$ cat config.mk
export PLATFORM = sky130hd
export DESIGN_NAME = dsc_config_regs
export DESIGN_NICKNAME = d
export VERILOG_FILES = /design/src/design/dsc_pkg.sv /design/src/design/dsc_pulse_filter.sv /design/src/design/dsc_config_regs.sv
export SDC_FILE = /design/constraint.sdc
export NUM_CORES = 1
export LEC_CHECK = 0
export ABC_AREA = 1
export ABC_CLOCK_PERIOD_IN_PS = 3400
export BUFFER_PORTS_ARGS = -buffer_cell sky130_fd_sc_hd__buf_2
export CELL_PAD_IN_SITES_DETAIL_PLACEMENT = 0
export CELL_PAD_IN_SITES_GLOBAL_PLACEMENT = 1
export CORE_UTILIZATION = 40
export CTS_CLUSTER_DIAMETER = 120
export DETAILED_ROUTE_END_ITERATION = 7
export HOLD_SLACK_MARGIN = 0.08
export PLACE_DENSITY_LB_ADDON = 0.1
export SLEW_MARGIN = 40
export SYNTH_ARGS = -nofsm -noshare
export SYNTH_HDL_FRONTEND = slang
export SYNTH_SLANG_ARGS = --single-unit
$ cat constraint.sdc
create_clock -name clk_in -period 3.4 [get_ports clk_in]
set_input_delay 0.68 -clock clk_in [delete_from_list [all_inputs] [get_ports clk_in]]
set_output_delay 0.68 -clock clk_in [all_outputs]
set_load 0.01 [all_outputs]
$ cat src/design/dsc_pkg.sv
// Shared constants and carrier types for the deserializer config registers
package dsc_pkg;

  ////////////////////////////////////////////////////////////////////////////
  // Register indices; byte address is four times the index
  localparam logic [5:0] DSC_IDX_GEN_CFG_ONE = 6'h03;
  localparam logic [5:0] DSC_IDX_LINK_WDOG = 6'h04;
  localparam logic [5:0] DSC_IDX_SBUS_CTL_ONE = 6'h05;
  localparam logic [5:0] DSC_IDX_SBUS_CTL_TWO = 6'h06;

  // Reset values
  localparam logic [7:0] DSC_RST_GEN_CFG_ONE = 8'h70;
  localparam logic [7:0] DSC_RST_LINK_WDOG = 8'hfe;
  localparam logic [7:0] DSC_RST_SBUS_CTL_ONE = 8'h1e;
  localparam logic [7:0] DSC_RST_SBUS_CTL_TWO = 8'h00;

  // Writable bit masks; cleared bits are reserved
  localparam logic [7:0] DSC_WMASK_GEN_CFG_ONE = 8'h7e;
  localparam logic [7:0] DSC_WMASK_LINK_WDOG = 8'hff;
  localparam logic [7:0] DSC_WMASK_SBUS_CTL_ONE = 8'hff;

  ////////////////////////////////////////////////////////////////////////////
  // Field positions of general_config_one
  localparam int DSC_BIT_CHECKSUM_GEN = 6;
  localparam int DSC_BIT_PULL_SELECT = 5;
  localparam int DSC_BIT_SYNC_FILTER = 4;
  localparam int DSC_BIT_MATCH_FWD = 3;
  localparam int DSC_BIT_AUTO_ACK = 2;
  localparam int DSC_BIT_COLOUR_GATE = 1;
  // Field positions of control_link_watchdog
  localparam int DSC_WDOG_TIME_MSB = 7;
  localparam int DSC_WDOG_TIME_LSB = 1;
  localparam int DSC_BIT_WDOG_OFF = 0;
  // Field positions of serial_bus_control_one
  localparam int DSC_BIT_FWD_ALL = 7;
  localparam int DSC_HOLD_MSB = 6;
  localparam int DSC_HOLD_LSB = 4;
  localparam int DSC_GLITCH_MSB = 3;
  localparam int DSC_GLITCH_LSB = 0;

  ////////////////////////////////////////////////////////////////////////////
  // Timing
  localparam int DSC_CLK_HZ = 40000000;
  localparam int DSC_WDOG_STEP_MS = 2;
  localparam int DSC_WDOG_STEP_CYCLES = DSC_CLK_HZ / 1000 * DSC_WDOG_STEP_MS;
  localparam int DSC_HOLD_STEP_NS = 50;
  localparam int DSC_GLITCH_STEP_NS = 5;
  // Sync pulse filter lengths in clocks
  localparam logic [2:0] DSC_FILT_LEN_NORMAL = 3'h2;
  localparam logic [2:0] DSC_FILT_LEN_DUAL = 3'h4;
  localparam logic [2:0] DSC_FILT_LEN_OFF = 3'h1;

  ////////////////////////////////////////////////////////////////////////////
  // Carriers
  typedef struct packed {
    logic checksum_gen_on;
    logic pull_select;
    logic match_forward;
    logic auto_ack;
    logic forward_all;
    logic [2:0] sda_hold;
    logic [3:0] glitch_depth;
  } dsc_cfg_t;

  typedef struct packed {
    logic active_video_flag;
    logic line_sync;
    logic frame_sync;
  } dsc_sync_t;

endpackage

$ cat src/design/dsc_pulse_filter.sv
// Short pulse rejection filter for one sync line
`timescale 1ns/1ps
module dsc_pulse_filter (
  // Clock and reset
  input wire logic clk_in,
  input wire logic sys_rst_in,
  // Control
  input wire logic [2:0] min_len_in,
  // Data
  input wire logic raw_in,
  output logic clean_out
);
  import dsc_pkg::*;

  logic clean_q;
  logic clean_d;
  logic [2:0] run_q;
  logic [2:0] run_d;
  wire differs = raw_in != clean_q;
  wire long_enough = (run_q + 3'h1) >= min_len_in;

  // A new level is taken only after it held for min_len_in clocks
  always_comb begin
    clean_d = clean_q;
    run_d = 3'h0;
    if (differs) begin
      if (long_enough) begin
        clean_d = raw_in;
      end else begin
        run_d = run_q + 3'h1;
      end
    end
  end

  always_ff @(posedge clk_in) begin
    if (sys_rst_in) begin
      clean_q <= 1'b0;
      run_q <= 3'h0;
    end else begin
      clean_q <= clean_d;
      run_q <= run_d;
    end
  end

  assign clean_out = clean_q;

endmodule // dsc_pulse_filter

$ cat src/design/dsc_config_regs.sv
// Deserializer general and serial bus configuration registers
//
// Design decision made here: the Avalon-MM interface to the registers.
`timescale 1ns/1ps
module dsc_config_regs #(
  parameter int unsigned WDOG_STEP_CYC = dsc_pkg::DSC_WDOG_STEP_CYCLES
) (
  // Clock and reset
  input wire logic clk_in,
  input wire logic sys_rst_in,
  // Avalon-MM slave
  input wire logic [7:0] avs_address_in,
  input wire logic avs_read_in,
  input wire logic avs_write_in,
  input wire logic [31:0] avs_writedata_in,
  input wire logic [3:0] avs_byteenable_in,
  output logic [31:0] avs_readdata_out,
  output logic avs_waitrequest_out,
  // Configuration to the consuming logic
  output dsc_pkg::dsc_cfg_t cfg_out,
  // Link status
  input wire logic dual_lane_in,
  input wire logic ser_protected_in,
  // Video path
  input wire dsc_pkg::dsc_sync_t sync_in,
  input wire logic [23:0] colour_in,
  output dsc_pkg::dsc_sync_t sync_out,
  output logic [23:0] colour_out,
  // Control link watchdog
  input wire logic link_busy_in,
  output logic link_abort_out
);
  import dsc_pkg::*;

  ////////////////////////////////////////////////////////////////////////////
  // Helpers
  function automatic logic [7:0] merge_write(input logic [7:0] old_val,
                                             input logic [7:0] new_val,
                                             input logic [7:0] mask);
    merge_write = (old_val & ~mask) | (new_val & mask);
  endfunction

  // Consumer fields from the two register values; also gives the reset view
  function automatic dsc_cfg_t cfg_of(input logic [7:0] gen,
                                      input logic [7:0] sbus);
    dsc_cfg_t c;
    c.checksum_gen_on = gen[DSC_BIT_CHECKSUM_GEN];
    c.pull_select = gen[DSC_BIT_PULL_SELECT];
    c.match_forward = gen[DSC_BIT_MATCH_FWD];
    c.auto_ack = gen[DSC_BIT_AUTO_ACK];
    c.forward_all = sbus[DSC_BIT_FWD_ALL];
    c.sda_hold = sbus[DSC_HOLD_MSB:DSC_HOLD_LSB];
    c.glitch_depth = sbus[DSC_GLITCH_MSB:DSC_GLITCH_LSB];
    return c;
  endfunction

  ////////////////////////////////////////////////////////////////////////////
  // Bus slave: one wait cycle, then the access completes
  logic wait_q;
  logic [31:0] rdata_q;
  logic [7:0] gen_cfg_q;
  logic [7:0] wdog_q;
  logic [7:0] sbus_one_q;

  wire req = avs_read_in | avs_write_in;
  wire accept = req & ~wait_q;
  wire word_ok = avs_address_in[1:0] == 2'h0;
  wire [5:0] idx = avs_address_in[7:2];
  wire lane0 = avs_write_in & accept & word_ok & avs_byteenable_in[0];
  wire wr_gen = lane0 & (idx == DSC_IDX_GEN_CFG_ONE);
  wire wr_wdog = lane0 & (idx == DSC_IDX_LINK_WDOG);
  wire wr_sbus_one = lane0 & (idx == DSC_IDX_SBUS_CTL_ONE);
  wire [7:0] wbyte = avs_writedata_in[7:0];

  // Unmapped and misaligned reads return zero
  wire [7:0] rd_byte =
    !word_ok ? 8'h00 :
    (idx == DSC_IDX_GEN_CFG_ONE) ? gen_cfg_q :
    (idx == DSC_IDX_LINK_WDOG) ? wdog_q :
    (idx == DSC_IDX_SBUS_CTL_ONE) ? sbus_one_q :
    (idx == DSC_IDX_SBUS_CTL_TWO) ? DSC_RST_SBUS_CTL_TWO : 8'h00;

  always_ff @(posedge clk_in) begin
    if (sys_rst_in) begin
      wait_q <= 1'b1;
      rdata_q <= 32'h0;
    end else begin
      wait_q <= ~(req & wait_q);
      if (req & wait_q) begin
        rdata_q <= {24'h0, rd_byte};
      end
    end
  end

  assign avs_waitrequest_out = wait_q;
  assign avs_readdata_out = rdata_q;

  ////////////////////////////////////////////////////////////////////////////
  // Register storage
  wire [7:0] gen_cfg_d = wr_gen ?
    merge_write(gen_cfg_q, wbyte, DSC_WMASK_GEN_CFG_ONE) : gen_cfg_q;
  wire [7:0] wdog_d = wr_wdog ?
    merge_write(wdog_q, wbyte, DSC_WMASK_LINK_WDOG) : wdog_q;
  wire [7:0] sbus_one_d = wr_sbus_one ?
    merge_write(sbus_one_q, wbyte, DSC_WMASK_SBUS_CTL_ONE) : sbus_one_q;

  always_ff @(posedge clk_in) begin
    if (sys_rst_in) begin
      gen_cfg_q <= DSC_RST_GEN_CFG_ONE;
      wdog_q <= DSC_RST_LINK_WDOG;
      sbus_one_q <= DSC_RST_SBUS_CTL_ONE;
    end else begin
      gen_cfg_q <= gen_cfg_d;
      wdog_q <= wdog_d;
      sbus_one_q <= sbus_one_d;
    end
  end

  ////////////////////////////////////////////////////////////////////////////
  // Configuration outputs
  dsc_cfg_t cfg_q;
  dsc_cfg_t cfg_d;

  assign cfg_d = cfg_of(gen_cfg_d, sbus_one_d);

  always_ff @(posedge clk_in) begin
    if (sys_rst_in) begin
      // Consumers see the reset settings while reset is held
      cfg_q <= cfg_of(DSC_RST_GEN_CFG_ONE, DSC_RST_SBUS_CTL_ONE);
    end else begin
      cfg_q <= cfg_d;
    end
  end

  assign cfg_out = cfg_q;

  ////////////////////////////////////////////////////////////////////////////
  // Sync filters
  wire filt_on = gen_cfg_q[DSC_BIT_SYNC_FILTER];
  wire [2:0] len_std = filt_on ? DSC_FILT_LEN_NORMAL : DSC_FILT_LEN_OFF;
  wire [2:0] len_line = !filt_on ? DSC_FILT_LEN_OFF :
    dual_lane_in ? DSC_FILT_LEN_DUAL : DSC_FILT_LEN_NORMAL;
  dsc_sync_t sync_clean;

  dsc_pulse_filter u_flag_filter (
    .clk_in(clk_in),
    .sys_rst_in(sys_rst_in),
    .min_len_in(len_std),
    .raw_in(sync_in.active_video_flag),
    .clean_out(sync_clean.active_video_flag)
  );

  dsc_pulse_filter u_line_filter (
    .clk_in(clk_in),
    .sys_rst_in(sys_rst_in),
    .min_len_in(len_line),
    .raw_in(sync_in.line_sync),
    .clean_out(sync_clean.line_sync)
  );

  dsc_pulse_filter u_frame_filter (
    .clk_in(clk_in),
    .sys_rst_in(sys_rst_in),
    .min_len_in(len_std),
    .raw_in(sync_in.frame_sync),
    .clean_out(sync_clean.frame_sync)
  );

  assign sync_out = sync_clean;

  ////////////////////////////////////////////////////////////////////////////
  // Colour gating by the active video flag
  logic [23:0] colour_q;
  wire gate_on = ser_protected_in | gen_cfg_q[DSC_BIT_COLOUR_GATE];
  wire [23:0] colour_d =
    (gate_on & ~sync_clean.active_video_flag) ? 24'h0 : colour_in;

  always_ff @(posedge clk_in) begin
    if (sys_rst_in) begin
      colour_q <= 24'h0;
    end else begin
      colour_q <= colour_d;
    end
  end

  assign colour_out = colour_q;

  ////////////////////////////////////////////////////////////////////////////
  // Control link watchdog
  logic [31:0] pre_q;
  logic [6:0] step_q;
  logic done_q;
  logic abort_q;
  wire [6:0] wdog_time = wdog_q[DSC_WDOG_TIME_MSB:DSC_WDOG_TIME_LSB];
  wire wdog_off = wdog_q[DSC_BIT_WDOG_OFF];
  wire step_end = pre_q == (WDOG_STEP_CYC - 32'h1);
  wire fire = link_busy_in & ~wdog_off & ~done_q &
    (step_q >= wdog_time);
  // A zero timeout aborts at once, which is why software avoids it
  wire [31:0] pre_d = (!link_busy_in | step_end) ? 32'h0 : pre_q + 32'h1;
  wire [6:0] step_d = !link_busy_in ? 7'h0 :
    (step_end && step_q != 7'h7f) ? step_q + 7'h1 : step_q;

  always_ff @(posedge clk_in) begin
    if (sys_rst_in) begin
      pre_q <= 32'h0;
      step_q <= 7'h0;
      done_q <= 1'b0;
      abort_q <= 1'b0;
    end else begin
      pre_q <= pre_d;
      step_q <= step_d;
      done_q <= link_busy_in & (done_q | fire);
      abort_q <= fire;
    end
  end

  assign link_abort_out = abort_q;

  ////////////////////////////////////////////////////////////////////////////
  // Checks
  logic [31:0] busy_len_q;

  always_ff @(posedge clk_in) begin
    if (sys_rst_in) begin
      busy_len_q <= 32'h0;
    end else begin
      busy_len_q <= link_busy_in ? busy_len_q + 32'h1 : 32'h0;
    end
  end

  a_bus_one_wait: assert property (@(posedge clk_in) disable iff (sys_rst_in)
    $rose(req) |-> wait_q ##1 !wait_q)
    else $error("Bus access did not complete after one wait cycle");

  a_checksum_gen_write: assert property (@(posedge clk_in)
    disable iff (sys_rst_in)
    wr_gen |-> ##1 cfg_out.checksum_gen_on == $past(wbyte[6]))
    else $error("Checksum generator enable did not follow write");

  a_pull_select_write: assert property (@(posedge clk_in)
    disable iff (sys_rst_in)
    wr_gen |-> ##1 cfg_out.pull_select == $past(wbyte[5]))
    else $error("Pull select did not follow write");

  a_flag_short_reject: assert property (@(posedge clk_in)
    disable iff (sys_rst_in)
    $rose(sync_out.active_video_flag) && $past(filt_on) |->
      $past(sync_in.active_video_flag) &&
      $past(sync_in.active_video_flag, 2))
    else $error("Active video pulse under two clocks passed");

  a_line_dual_reject: assert property (@(posedge clk_in)
    disable iff (sys_rst_in)
    $rose(sync_out.line_sync) && $past(filt_on) && $past(dual_lane_in) |->
      $past(sync_in.line_sync) && $past(sync_in.line_sync, 2) &&
      $past(sync_in.line_sync, 3) && $past(sync_in.line_sync, 4))
    else $error("Dual-lane line sync pulse under four clocks passed");

  a_forward_modes: assert property (@(posedge clk_in)
    disable iff (sys_rst_in)
    wr_gen ##1 !wr_sbus_one && !wr_gen |-> ##1
      cfg_out.match_forward == $past(wbyte[3], 2) &&
      cfg_out.auto_ack == $past(wbyte[2], 2))
    else $error("Forwarding controls did not follow write");

  a_colour_gated: assert property (@(posedge clk_in)
    disable iff (sys_rst_in)
    gate_on && !sync_out.active_video_flag |=> colour_out == 24'h0)
    else $error("Colour passed outside active video while gated");

  a_colour_ungated: assert property (@(posedge clk_in)
    disable iff (sys_rst_in)
    !ser_protected_in && !gen_cfg_q[DSC_BIT_COLOUR_GATE] |=>
      colour_out == $past(colour_in))
    else $error("Colour gated while gating is off");

  a_wdog_period: assert property (@(posedge clk_in)
    disable iff (sys_rst_in)
    $rose(link_abort_out) && $stable(wdog_time) |->
      busy_len_q == 32'(wdog_time) * WDOG_STEP_CYC + 32'h1)
    else $error("Watchdog abort at wrong time");

  a_wdog_disabled: assert property (@(posedge clk_in)
    disable iff (sys_rst_in)
    $past(wdog_off) |-> !$rose(link_abort_out))
    else $error("Watchdog aborted while disabled");

  a_sbus_fields: assert property (@(posedge clk_in)
    disable iff (sys_rst_in)
    wr_sbus_one |=> cfg_out.sda_hold == $past(wbyte[6:4]) &&
      cfg_out.glitch_depth == $past(wbyte[3:0]) &&
      cfg_out.forward_all == $past(wbyte[7]))
    else $error("Serial bus fields did not follow write");

  a_reserved_zero: assert property (@(posedge clk_in)
    disable iff (sys_rst_in)
    avs_read_in && wait_q && word_ok && idx == DSC_IDX_GEN_CFG_ONE |=>
      avs_readdata_out[31:7] == 25'h0 && avs_readdata_out[0] == 1'b0)
    else $error("Reserved bits read non-zero");

endmodule // dsc_config_regs

==> impl_metrics.env <==
export IMPL_clock_root_buffer="clkbuf_16"
export IMPL_grt_max_degree=25
export IMPL_insertion_delay_ns=0.36
export IMPL_seq_area_frac_synth_pct=39.69
export IMPL_worst_setup_path_type="flop to flop"
export IMPL_via_per_inst=4.604
export IMPL_synth_cells=784
export IMPL_num_io_pins=151
export IMPL_hpwlAfterDp_um=9714
export IMPL_endpoint_kind="flop"
export IMPL_cp_required_ns=3.63
export IMPL_min_period_ns=1.863
export IMPL_gp_congestion=0.8659
export IMPL_hp_class="flop to flop"
export IMPL_fp_coreArea_um2=13240
export IMPL_cp_arrival_ns=2.09
export IMPL_switchingPower_mw=0.6376
export IMPL_avgSynthCellArea_um2=6.949
export IMPL_drv_cap=0
export IMPL_mostFrequentLayoutCell="nand2_1"
export IMPL_synthToLayoutAreaGrowth_pct=15.53
export IMPL_numClockSinks=108
export IMPL_rows=42
export IMPL_diodes=0
export IMPL_grt_pass1_vias=4462
export IMPL_worst_pin_slew_ns=0.6733
export IMPL_cts_tree="built"
export IMPL_ant_nets=0
export IMPL_swShare_pct=25.23
export IMPL_rsz0062_at_grt="false"
export IMPL_grt_pass1_wl_um=20760
export IMPL_dieWidth_um=118.7
export IMPL_cts_resized=0
export IMPL_crit_path_max_fanout=19
export IMPL_vdd_drop_max_mv=0.2217
export IMPL_drive_above_1_share_pct=16.14
export IMPL_synthArstFlopShare_pct=0
export IMPL_cts_setup_buffers=0
export IMPL_setup_violations=0
export IMPL_seq_power_share_pct=51.6
export IMPL_final_cell_mix="nand2_1 (191), nor2_1 (158), dfxtp_1 (108)"
export IMPL_finalHoldViolCount=0
export IMPL_finClkSkew_ns=0.01105
export IMPL_synth_edf_count=0
export IMPL_clockPowerShare_pct=41.3
export IMPL_max_freq_mhz=536.6
export IMPL_final_core_util_pct=47.52
export IMPL_netlist_cell_type_count=34
export IMPL_power_leakage_nw=3.024
export IMPL_combPwrFrac_pct=7.1
export IMPL_grt_util_all_layers_pct=18.51
export IMPL_start_util_pct=41.14
export IMPL_ys_ff_latch=108
export IMPL_clk_pin_slew_ns=0.08
export IMPL_hold_buffers=0
export IMPL_vias=4889
export IMPL_p_int_mw=1.890
export IMPL_nFillCells=1405
export IMPL_fin_crit_sh_pct=54.81
export IMPL_report_final_slew_viol_count=0
export IMPL_drtPass1Iterations=5
export IMPL_cts_max_path_buffers=2
export IMPL_synth_ff_type="dfxtp_1"
export IMPL_htree_levels=3
export IMPL_yosys_warnings=0
export IMPL_drt_iter0_drc=217
export IMPL_wire_per_inst_um=11.91
export IMPL_dieHeight_um=118.7
export IMPL_io_buffers=99
export IMPL_setup_tns_ns=0
export IMPL_power_density_nw_per_um2=401.6
export IMPL_dieArea_um2=14090
export IMPL_antenna_found_initial=0
export IMPL_syn_cell_area_um2=5448
export IMPL_grt_ovfl_total=0
export IMPL_drt_total_wl_um=12650
export IMPL_status="finished, final reports clean"
export IMPL_max_slew_margin_rel_pct=54.94
export IMPL_cts_buffers=9
export IMPL_nets=978
export IMPL_post_route_drc_count=0
export IMPL_start_kind="flop"
path summary, 6_finish.rpt:
kind | from | slack, ns | endpoint | cells past startpoint
setup reg to reg | pre_q[0] | 1.54 | pre_q[23] | 6
hold reg to reg | done_q | 0.46 | done_q | 2
setup / recovery | pre_q[0] | 1.54 | pre_q[23] | 6
hold / removal | done_q | 0.46 | done_q | 2
synthesized netlist by cell type (2+ instances only):
cell | count | area, um2
buf_2 | 2 | 10.01
nor2_1 | 158 | 593.1
buf_4 | 33 | 247.7
nor3_1 | 9 | 45.04
nand3b_1 | 2 | 15.01
clkbuf_1 | 4 | 15.01
inv_1 | 102 | 382.9
xor2_1 | 13 | 113.9
nor3_4 | 2 | 32.53
nand3_1 | 33 | 165.2
ha_1 | 19 | 237.7
nand3_4 | 2 | 35.03
nand2_1 | 191 | 716.9
nor2_2 | 3 | 18.77
xnor2_1 | 7 | 61.31
o211ai_1 | 7 | 52.55
o21ai_0 | 20 | 100.1
or2_2 | 5 | 31.28
nor2_4 | 6 | 67.56
inv_2 | 2 | 7.510
dfxtp_1 | 108 | 2162
nand3_2 | 2 | 20.02
a21oi_1 | 35 | 175.2
nand4_1 | 7 | 43.79
a21o_1 | 3 | 22.52
power by group through the flow:
| stage | Clock [mW] | Combinational (mW) | Sequential (mW) |
|---|---|---|---|
| after floorplan | 0 | 0.121 | 1.34 |
| after global placement | 0 | 0.174 | 1.33 |
| after detailed placement | 0 | 0.180 | 1.33 |
| after CTS | 1.07 | 0.181 | 1.30 |
| after global routing | 1.13 | 0.202 | 1.31 |
| final | 1.04 | 0.179 | 1.30 |
layer usage:
| metal | global-route usage, % | part of all wire [%] | vias to the layer above |
|---|---|---|---|
| li1 | - | - | 2567 |
| met1 | 24.02 | 49 | 2185 |
| met2 | 30.37 | 46 | 125 |
| met3 | 4.151 | 4.4 | 12 |
| met4 | 5.854 | 1.2 | 0 |
| met5 | 0 | 0 | - |
critical path: stages, from the launching register on:
cell	delay [ns]
dfxtp_1	0.38
ha_1	0.28
nand3_4	0.15
nor2_4	0.21
nand3_4	0.11
o21ai_4	0.49
nor2_1	0.11
registers in the layout, summed over array words and instances (netlist names):
name,flops
avs_readdata_out,8
avs_waitrequest_out,1
colour_out,24
done_q,1
gen_cfg_q,6
link_abort_out,1
pre_q,32
sbus_one_q,8
step_q,7
u_flag_filter.clean_out,1
u_flag_filter.run_q,3
u_frame_filter.clean_out,1
u_frame_filter.run_q,3
u_line_filter.clean_out,1
u_line_filter.run_q,3
wdog_q,8
stage by stage:
step                cell area (um2)  hold WS (ns)  setup slack [ns]  total power, mW  instances
floorplan                      5542        0.4209             1.605            1.462        809
global placement               5992        0.4303             1.390            1.507       1046
detailed placement             6000        0.4489             1.379            1.515       1046
CTS                            6294        0.4600             1.514            2.555       1062
global route                   6294        0.4779             1.379            2.635       1062
finish                         6294        0.4598             1.537            2.528       1062
kinds of logic after synthesis:
| family | count (synthesis) | share of synthesized area (%) |
|---|---|---|
| compound gates | 69 | 7.074 |
| other cells | 1 | 0.06884 |
| buf+inv | 144 | 12.38 |
| simple gates | 423 | 33.21 |
| xor+xnor | 20 | 3.215 |
| fa+ha+maj | 19 | 4.364 |
| flops | 108 | 39.69 |
area by class of cell:
cell class / count / area, um2 / share of cell area, %
Timing Repair Buffer: 101 / 510.5 / 8.111
Tap cell: 176 / 220.2 / 3.499
Sequential cell: 108 / 2162 / 34.35
Inverter: 104 / 390.4 / 6.203
Clock buffer: 10 / 239.0 / 3.797
Clock inverter: 6 / 55.05 / 0.8748
Multi-Input combinational cell: 557 / 2716 / 43.16
Note: power is estimated with default switching activity, not from simulation.
